===== src/core/muc_pkg.sv =====
// package: constants and carriers for the mac upper control block
package muc_pkg;
    // ****************************************
    // register map
    // ****************************************
    localparam int MUC_AW = 8;
    localparam logic [MUC_AW-1:0] MUC_OFF_CTL = 8'h00;
    localparam logic [MUC_AW-1:0] MUC_OFF_STS = 8'h04;
    localparam logic [31:0] MUC_CTL_RESET = 32'h00000000;
    localparam logic [31:0] MUC_CTL_WMASK = 32'h0007FE81;
    // ****************************************
    // control word fields
    // ****************************************
    localparam int CTL_EXT_SEL = 18;
    localparam int CTL_GIG_FORCE = 17;
    localparam int CTL_GPIO_B = 16;
    localparam int CTL_GPIO_A = 15;
    localparam int CTL_OFFLEN_BLK = 14;
    localparam int CTL_RX_OWN = 13;
    localparam int CTL_FIFO_FLOW = 12;
    localparam int CTL_CMD_IDLE = 11;
    localparam int CTL_SHORT_GAP = 10;
    localparam int CTL_PTYPE = 9;
    localparam int CTL_GIG = 7;
    localparam int CTL_FDX = 0;
    // ****************************************
    // status word fields
    // ****************************************
    localparam int STS_IDLE = 0;
    localparam int STS_CLK_STOP = 1;
    localparam int STS_GIG = 2;
    localparam int STS_FDX = 3;
    // ****************************************
    // descriptor write-back and timing
    // ****************************************
    localparam logic [1:0] DESC_WORD_OFFLEN = 2'h2;
    localparam int DESC_OWN_BIT = 29;
    localparam int MUC_STOP_CYCLES = 64;
    // ****************************************
    // types
    // ****************************************
    typedef struct packed {
        logic vld;
        logic [1:0] word;
        logic own;
        logic [31:0] data;
    } muc_desc_wr_t;
    typedef enum logic [2:0] {
        ST_RUN = 3'b001,
        ST_DRAIN = 3'b010,
        ST_IDLE = 3'b100
    } muc_idle_st_t;
endpackage


===== src/core/muc_mac_upper_control.sv =====
// module: upper control fields of the mac control word and their effects
`timescale 1ns/10ps
`default_nettype none
// Function
// - bits 31 to 19 of the control word read zero; writes there ignored.
// - external select takes duplex and gigabit mode from the external pins.
// - external select bit is driven continuously onto its own output.
// - gigabit force keeps gigabit mode when the slow-rate transmit clock stopped.
// - two interface-control bits drive general-purpose outputs only.
// - block bit clear: descriptor offset/length word written back normally.
// - block bit set: every write to descriptor word 2 (word field value 2) is suppressed.
// - ownership value clear: descriptor ownership flag written as zero.
// - ownership value set: descriptor ownership flag written as one.
// - fifo flow enable clear: no outgoing pause frames in full duplex.
// - fifo flow enable set and full duplex: pause sent when flow triggered.
// - idle command requests idle; reached idle shows in status word.
// - short-gap enable set: short gap while input asserted; clear: never.
// - priority type clear: round-robin among transmit channels with pending work.
// - priority type set: fixed priority, channel 7 highest.
// - gigabit selection clear runs 10/100 unless gigabit force applies; set runs gigabit, full duplex only.
// - gigabit mode forces full duplex whatever the duplex selection.
module muc_mac_upper_control #(
    parameter int STOP_CYCLES = muc_pkg::MUC_STOP_CYCLES,
    parameter int NUM_CH = 8
) (
    // clock and reset
    input wire logic sys_clk_i,
    input wire logic rst_i,
    // register port
    input wire logic [muc_pkg::MUC_AW-1:0] addr_i,
    input wire logic [31:0] wr_data_i,
    input wire logic wr_i,
    input wire logic rd_i,
    output logic [31:0] rd_data_o,
    // mode pins
    input wire logic external_duplex_in_i,
    input wire logic external_gigabit_in_i,
    input wire logic slow_rate_tx_clock_in_i,
    output logic external_select_o,
    output logic gig_mode_o,
    output logic full_duplex_o,
    output logic gpio_a_o,
    output logic gpio_b_o,
    // receive descriptor write-back
    input wire muc_pkg::muc_desc_wr_t desc_i,
    output muc_pkg::muc_desc_wr_t desc_o,
    // flow control, gap and idle
    input wire logic rx_fifo_flow_trig_i,
    output logic pause_req_o,
    input wire logic short_gap_i,
    output logic short_gap_o,
    input wire logic tx_busy_i,
    input wire logic rx_busy_i,
    output logic idle_o,
    // transmit channel arbitration
    input wire logic [NUM_CH-1:0] tx_pend_i,
    input wire logic tx_arb_req_i,
    output logic [$clog2(NUM_CH)-1:0] tx_grant_o,
    output logic tx_grant_vld_o
);
    import muc_pkg::*;

    localparam int CW = $clog2(NUM_CH);
    localparam int SW = $clog2(STOP_CYCLES + 1);

    // ****************************************
    // channel pick functions
    // ****************************************
    function automatic logic [CW-1:0] prio_pick(input logic [NUM_CH-1:0] p);
        logic [CW-1:0] r;
        r = '0;
        for (int i = 0; i < NUM_CH; i++) begin
            if (p[i]) begin
                r = CW'(i);
            end
        end
        return r;
    endfunction

    function automatic logic [CW-1:0] rr_pick(input logic [NUM_CH-1:0] p,
                                              input logic [CW-1:0] last);
        logic [CW-1:0] r;
        logic [CW-1:0] idx;
        r = last;
        for (int k = NUM_CH; k >= 1; k--) begin
            idx = CW'((int'(last) + k) % NUM_CH);
            if (p[idx]) begin
                r = idx;
            end
        end
        return r;
    endfunction

    // ****************************************
    // register file
    // ****************************************
    logic [31:0] ctl;
    logic [31:0] next_ctl;
    logic [31:0] next_rd_data;
    logic clk_stop;
    muc_idle_st_t st;

    always_comb begin
        next_ctl = ctl;
        if (wr_i && addr_i == MUC_OFF_CTL) begin
            next_ctl = wr_data_i & MUC_CTL_WMASK;
        end
        next_rd_data = 32'h00000000;
        if (rd_i && addr_i == MUC_OFF_CTL) begin
            next_rd_data = ctl;
        end else if (rd_i && addr_i == MUC_OFF_STS) begin
            next_rd_data[STS_IDLE] = (st == ST_IDLE);
            next_rd_data[STS_CLK_STOP] = clk_stop;
            next_rd_data[STS_GIG] = gig_mode_o;
            next_rd_data[STS_FDX] = full_duplex_o;
        end
    end

    always_ff @(posedge sys_clk_i) begin
        if (rst_i) begin
            ctl <= MUC_CTL_RESET;
            rd_data_o <= 32'h00000000;
        end else begin
            ctl <= next_ctl;
            rd_data_o <= next_rd_data;
        end
    end

    assign external_select_o = ctl[CTL_EXT_SEL];
    assign gpio_a_o = ctl[CTL_GPIO_A];
    assign gpio_b_o = ctl[CTL_GPIO_B];

    // ****************************************
    // slow-rate transmit clock stop detector
    // ****************************************
    logic tx_clk_prev;
    logic [SW-1:0] stop_cnt;
    logic next_clk_stop;
    logic [SW-1:0] next_stop_cnt;

    always_comb begin
        next_stop_cnt = stop_cnt;
        if (slow_rate_tx_clock_in_i != tx_clk_prev) begin
            next_stop_cnt = '0;
        end else if (stop_cnt != SW'(STOP_CYCLES)) begin
            next_stop_cnt = stop_cnt + SW'(1);
        end
        next_clk_stop = (next_stop_cnt == SW'(STOP_CYCLES));
    end

    always_ff @(posedge sys_clk_i) begin
        if (rst_i) begin
            tx_clk_prev <= 1'b0;
            stop_cnt <= '0;
            clk_stop <= 1'b0;
        end else begin
            tx_clk_prev <= slow_rate_tx_clock_in_i;
            stop_cnt <= next_stop_cnt;
            clk_stop <= next_clk_stop;
        end
    end

    // ****************************************
    // effective modes
    // ****************************************
    logic sel_gig;
    logic sel_fdx;
    logic next_gig;
    logic next_fdx;
    logic next_pause;
    logic next_gap;

    always_comb begin
        sel_gig = ctl[CTL_EXT_SEL] ? external_gigabit_in_i : ctl[CTL_GIG];
        sel_fdx = ctl[CTL_EXT_SEL] ? external_duplex_in_i : ctl[CTL_FDX];
        next_gig = sel_gig | (ctl[CTL_GIG_FORCE] & clk_stop);
        next_fdx = sel_fdx | next_gig;
        next_pause = ctl[CTL_FIFO_FLOW] & next_fdx & rx_fifo_flow_trig_i;
        next_gap = ctl[CTL_SHORT_GAP] & short_gap_i;
    end

    always_ff @(posedge sys_clk_i) begin
        if (rst_i) begin
            gig_mode_o <= 1'b0;
            full_duplex_o <= 1'b0;
            pause_req_o <= 1'b0;
            short_gap_o <= 1'b0;
        end else begin
            gig_mode_o <= next_gig;
            full_duplex_o <= next_fdx;
            pause_req_o <= next_pause;
            short_gap_o <= next_gap;
        end
    end

    // ****************************************
    // receive descriptor write-back
    // ****************************************
    muc_desc_wr_t next_desc;

    always_comb begin
        next_desc = desc_i;
        if (ctl[CTL_OFFLEN_BLK] && desc_i.word == DESC_WORD_OFFLEN) begin
            next_desc.vld = 1'b0;
        end
        if (desc_i.own) begin
            next_desc.data[DESC_OWN_BIT] = ctl[CTL_RX_OWN];
        end
    end

    always_ff @(posedge sys_clk_i) begin
        if (rst_i) begin
            desc_o <= '0;
        end else begin
            desc_o <= next_desc;
        end
    end

    // ****************************************
    // idle command sequence
    // ****************************************
    muc_idle_st_t next_st;

    always_comb begin
        case (st)
            ST_RUN: begin
                next_st = ctl[CTL_CMD_IDLE] ? ST_DRAIN : ST_RUN;
            end
            ST_DRAIN: begin
                if (!ctl[CTL_CMD_IDLE]) begin
                    next_st = ST_RUN;
                end else if (!tx_busy_i && !rx_busy_i) begin
                    next_st = ST_IDLE;
                end else begin
                    next_st = ST_DRAIN;
                end
            end
            ST_IDLE: begin
                next_st = ctl[CTL_CMD_IDLE] ? ST_IDLE : ST_RUN;
            end
            default: begin
                next_st = ST_RUN;
            end
        endcase
    end

    always_ff @(posedge sys_clk_i) begin
        if (rst_i) begin
            st <= ST_RUN;
        end else begin
            st <= next_st;
        end
    end

    assign idle_o = (st == ST_IDLE);

    // ****************************************
    // transmit channel arbitration
    // ****************************************
    logic [CW-1:0] last_ch;
    logic [CW-1:0] next_last_ch;
    logic next_grant_vld;

    always_comb begin
        next_last_ch = last_ch;
        next_grant_vld = 1'b0;
        if (tx_arb_req_i && |tx_pend_i && st == ST_RUN) begin
            next_grant_vld = 1'b1;
            if (ctl[CTL_PTYPE]) begin
                next_last_ch = prio_pick(tx_pend_i);
            end else begin
                next_last_ch = rr_pick(tx_pend_i, last_ch);
            end
        end
    end

    always_ff @(posedge sys_clk_i) begin
        if (rst_i) begin
            last_ch <= CW'(NUM_CH - 1);
            tx_grant_vld_o <= 1'b0;
        end else begin
            last_ch <= next_last_ch;
            tx_grant_vld_o <= next_grant_vld;
        end
    end

    assign tx_grant_o = last_ch;

    logic wr_ctl;
    assign wr_ctl = wr_i && addr_i == MUC_OFF_CTL;
endmodule // muc_mac_upper_control
`default_nettype wire


===== config.mk =====
export PLATFORM = sky130hd
export DESIGN_NAME = muc_mac_upper_control
export DESIGN_NICKNAME = d
export VERILOG_FILES = /design/src/core/muc_pkg.sv /design/src/core/muc_mac_upper_control.sv
export SDC_FILE = /design/constraint.sdc
export NUM_CORES = 1
export LEC_CHECK = 0
export CORE_ASPECT_RATIO = 1.4
export CORE_UTILIZATION = 47
export CTS_BUF_LIST = sky130_fd_sc_hd__clkbuf_4
export DETAILED_ROUTE_END_ITERATION = 7
export DONT_BUFFER_PORTS = 1
export GPL_ROUTABILITY_DRIVEN = 0
export SYNTH_ARGS = -nofsm -noshare
export SYNTH_HDL_FRONTEND = slang
export SYNTH_SLANG_ARGS = --single-unit

===== constraint.sdc =====
create_clock -name sys_clk_i -period 4.82 [get_ports sys_clk_i]
set_input_delay 0.723 -clock sys_clk_i [delete_from_list [all_inputs] [get_ports sys_clk_i]]
set_output_delay 0.723 -clock sys_clk_i [all_outputs]
set_load 0.005 [all_outputs]

Yosys cells after proc, flatten, opt, wreduce, memory -nomap -nowiden
Cells that the tools add are included.
Widths: inputs -> output; s select.
{"block": "totals", "regBits": 83, "out_inout_bits": 80}
{"block": "op_classes", "addsub": 9, "order_cmp": 8, "n_eq_ne": 8, "mux": 45, "bitwise": 8, "reduce_logical": 16}
{"op": "$mux 3", "n": 18}
{"op": "$lt 3x4->1 const B", "n": 8}
{"op": "$bmux 1 s3", "n": 8}
{"op": "$mux 1", "n": 15}
{"op": "$mux 7", "n": 2}
{"op": "$add 3x3->3 const B", "n": 4}
{"op": "$pmux 3 s3", "n": 1}
{"op": "$reduce_bool 9->1", "n": 1}
{"op": "$eq 8x3->1 const B", "n": 1}
{"op": "$logic_not 8->1", "n": 1}
{"op": "$reduce_or 8->1", "n": 1}
{"op": "$add 7x1->7 const B", "n": 1}
{"op": "$eq 7x7->1 const B", "n": 1}
{"op": "$logic_and 1x1->1", "n": 7}
{"op": "$ne 7x7->1 const B", "n": 1}
{"op": "$add 3x1->3 const B", "n": 2}
{"op": "$add 3x2->3 const B", "n": 2}
{"op": "$and 1x1->1", "n": 4}
{"op": "$reduce_or 2->1", "n": 2}
{"op": "$eq 3x1->1 const B", "n": 1}
{"op": "$eq 3x2->1 const B", "n": 1}
{"op": "$eq 3x3->1 const B", "n": 1}
{"op": "$reduce_or 3->1", "n": 1}
{"op": "$eq 2x2->1 const B", "n": 1}
{"op": "other kinds (6)", "n": 9}

Logic depth before layout (Yosys ltp)
{"block": "depth", "depth_word": 12, "ltp_mapped": 12, "ltp_nobuf": 9}

Worst setup path before layout
OpenSTA, ideal clock, no wires.
{"block": "synth_path", "kind": "register to register", "startpoint": "register last_ch[1], in the netlist tx_grant_o[1]", "endpoint": "register last_ch[1], in the netlist tx_grant_o[1]", "setup_ns": 0.084, "t_arrival_ns": 2.650, "required_ns": 4.736, "slack_ns": 2.086, "path_stages_with_launch": 12, "synth_period_minus_slack_ns": 2.734, "path_cell_list": "dfxtp_1 > clkbuf_1 > inv_2 > ha_1 > buf_6 > mux4_1 > mux2_2 > nor3_2 > nand2_1 > o21ai_1 > a21oi_1 > o31ai_2"}
{"block": "synth_between", "elab_chain_len": 11, "elab_cells_between_ends": 35}
{"item": "start, declared", "line_no": "muc_mac_upper_control.sv:260", "source": "logic [CW-1:0] last_ch;"}
{"item": "start signal, assigned", "line_no": "muc_mac_upper_control.sv:279", "source": "last_ch <= CW'(NUM_CH - 1);"}
{"item": "start signal, assigned", "line_no": "muc_mac_upper_control.sv:282", "source": "last_ch <= next_last_ch;"}
{"item": "$add 3x3->3", "line_no": "muc_mac_upper_control.sv:86", "source": "idx = CW'((int'(last) + k) % NUM_CH);"}
{"item": "$bmux 1 s3", "line_no": "muc_mac_upper_control.sv:87", "source": "if (p[idx]) begin"}
{"item": "$mux 1 (not written as such)", "line_no": "muc_mac_upper_control.sv:87"}
{"item": "$mux 3 (7 in a row)", "line_no": "muc_mac_upper_control.sv:87"}
{"item": "$mux 3", "line_no": "muc_mac_upper_control.sv:269", "source": "if (ctl[CTL_PTYPE]) begin"}
Parallel ways exist; a longest one is shown, timed or not. The select of a mux whose other input is x is not followed.
A chain may end at the register's enable or synchronous reset.

Worst setup path in the final report
Ends and elaborated chain as after synthesis.

==> metrics.md <==
| Metric | Value |
|---|---|
| Pwr Density | roughly 500 nW/um2 |
| Element type at the critical path start | flip-flop |
| Post-synthesis sequential element count | slightly above 80 |
| Fraction of met2 tracks used by global routing | 0.3287 |
| Total number of nets in the final design | about 460 |
| Final Slew Violations | 0 |
| Total vias in the final route | about 2500 |
| Number of CTS-inserted buffers | 9 |
| Overall Global Routing Usage | 0.1853 |
| Post-layout power | around 1900 uW |
| Maximum level of the CTS H-tree | 3 |
| Pre-antenna DRT Iters | 4 |
| Data required time of the critical path | approximately 5200 ps |
| Number of enable flip-flop cells after synthesis | 0 |
| Layout-stage area growth over the synthesis result | 2.726% |
| Unrepaired setup endpoints after global routing | no |
| R2R cell count | 9 |
| Library cell with the highest instance count after synthesis | dfxtp_1 |
| HPWL after detailed placement | between 5000 and 6000 um |
| Reg-to-reg slack, setup | between 1500 and 2000 ps |
| Sum Neg Setup Slack | 0 ps |
| WL/cell | ~16 um |
| First-pass GRT wire length | 11680 um |
| Warnings from Yosys | 0 |
| Setup skew after layout | roughly 14 ps |
| Final worst slack | 1681 ps |
| Top Usage Layer GRT | met2 |
| Count of distinct cell types in the synthesized netlist | 56 |
| Ratio of cells with drive above 1 in the final layout | 0.1120 |
| Worst hold-check path type | in2reg |
| Bufs on Longest Clock Path | 2 |
| Fraction of post-synthesis cell area in the top cell type by area | 0.4470 |
| Max transition margin | 0.3578 |
| Worst-margin pin slew | around 960 ps |
| Top achievable clock speed | about 320 MHz |
| Hold buffers post-CTS | 0 |
| Number of DRC markers in iteration 0 | 139 |
| Port-buffer cells | 0 |
| Fraction of met3 tracks used by global routing | 0.06468 |
| Initial antenna violation count | 0 |
| Data arrival at the endpoint of the critical path | roughly 3500 ps |
| Total setup violations reported at the end of the flow | 0 |
| Largest driver fanout on the critical path | 10 |
| Avg Cell Area, Syn | 10.13 um2 |
| Result of the run | finished, final reports clean |
| Number of cells upsized or downsized after cts | 0 |
| Synth area leader | dfxtp_1 |
| Global route total overflow | 0 |
| Total wire length after detailed routing | approximately 7600 um |
| Core outline area | between 7000 and 8000 um2 |
| Remaining design rule violation count | 0 |
| Die span in x | approximately 77 um |
| Source-to-sink clock delay at the later pin of the worst-skew pair | between 400 and 500 ps |
| TritonCTS clock tree | done |
| Post-synth top flop | dfxtp_1 |
| Final worst-path cycle share | 0.6513 |
| Post-DR vias/cell | between 5 and 6 |
| Area enclosed by the die boundary | just over 8000 um2 |
| Global routing usage on met1 | 0.1954 |
| Clock-pin transition on the worst setup and hold timing paths | around 140 ps |
| Ports | 176 |
| Largest net degree at the start of global routing | 64 |
| Number of instances in the synthesized netlist | about 370 |
| Time the final worst path needs with I/O delays and setup | between 3000 and 4000 ps |
| Fill cell count | about 750 |
| Initial standard-cell utilization of the core | 0.4826 |
| ANT cells | 0 |
| Most instantiated cells after synthesis | 83 x dfxtp_1, 37 x nor2b_1, 32 x nor2_1 |
| Number of global-route vias before repair | 2411 |
| Cell at the root of the clock tree | clkbuf_4 |
| Number of nets still failing antenna checks after routing | 0 |
| Hold Vio Cnt, Final | 0 |
| Max Cap Viol | 0 |
| DP Worst Slack | between 1500 and 2000 ps |
| Kind of capture point of the worst setup path | flip-flop |
| Post-synthesis cell area | between 3000 and 4000 um2 |
| Sinks on the clock net | just over 80 |
| Number of rows in the core area | 38 |
| Top cells by area in the synthesized netlist | dfxtp_1 45%, nor2b_1 6.2%, mux2i_1 5.9% |
| # Post-CTS Setup Buffers | 0 |
| Count of cells along the worst hold path | 1 |
| Share of the yosys chip area belonging to registers | 0.4470 |
| Leakage | 0.001624 uW |
| Fraction of synthesis flops using an asynchronous set or reset pin | 0 |
| Worst-case vdd ir drop | 0.3213 mV |
| Type of the worst setup path | reg2reg |
| Die Ht | about 110 um |
[path summary, 6_finish.rpt]
check / start / endpoint
setup / recovery: tx_grant_o[1] / tx_grant_o[1]
hold / removal: rst_i / desc_o[35]
setup reg to reg: tx_grant_o[1] / tx_grant_o[1]
hold reg to reg: ctl[10] / short_gap_o
[stage by stage]
step	instance area, um2	utilization	hold slack, ps	instances
floorplan	3777	-	417.7	383
global placement	3676	0.4773	430.0	450
detailed placement	3676	0.4773	435.3	450
CTS	3819	0.4958	309.2	466
global route	3819	0.4958	291.8	466
finish	3819	0.4958	343.3	466
[flip-flops by register name, summed over array words and instances (netlist names), 3 cells and up]
signal,cells
rd_data_o,15
ctl,12
desc_o,36
st,3
tx_grant_o,3
stop_cnt,7
[layer usage]
layer / share of wire / wire length (um)
met5: 0 / 0
met4: 0.013 / 97
met3: 0.064 / 489
met1: 0.39 / 2999
met2: 0.53 / 4045
[cell type report]
cell class	instances	area [um2]	area share
Multi-Input combinational cell	250	1822	0.4771
Timing Repair Buffer	1	7.507	0.001966
Clock buffer	9	67.56	0.01769
Tap cell	100	125.1	0.03277
Sequential cell	83	1662	0.4351
Inverter	16	60.06	0.01573
Clock inverter	7	75.07	0.01966
[logic make-up after synthesis]
kind of cell	after synthesis	share of synthesized area
adder cells (fa/ha/maj)	4	0.01346
XOR/XNOR	10	0.02558
AO/OA/AOI/OAI	48	0.08920
buffers and inverters	50	0.07909
other	1	0.001009
AND/OR/NAND/NOR	131	0.1946
multiplexers	40	0.1501
flip-flops	83	0.4470
[cell usage in the layout, fill, tap and decap left out, types with 3 or more instances in the layout]
cell type / n
mux2_4: 5
clkbuf_4: 9
xnor2_1: 3
inv_1: 15
nor2b_1: 37
a21oi_1: 13
mux2_2: 4
and3_1: 6
nand3_1: 6
mux4_2: 3
xor2_1: 6
o21ai_1: 3
dfxtp_1: 83
conb_1: 17
clkinvlp_4: 3
mux2i_1: 22
nor3_1: 12
nor2_1: 32
a31oi_1: 5
nand2_1: 11
mux4_1: 4
and2_1: 11
nand4_1: 3
ha_1: 4
o21ai_0: 7
[worst max-delay path, cell delays in order (launching register included)]
cell and delay (ps):
dfxtp_1 610, inv_2 210, ha_1 560, mux4_1 690
mux2_2 340, nor3_2 140, nand2_1 100, o21ai_1 210
a21oi_1 110, o31ai_2 80
[where the power goes]
group	internal [uW]	switching, uW
sequential	716	42.9
combinational	353	405
clock	160	241
Note: power is estimated with default switching activity, not from simulation.
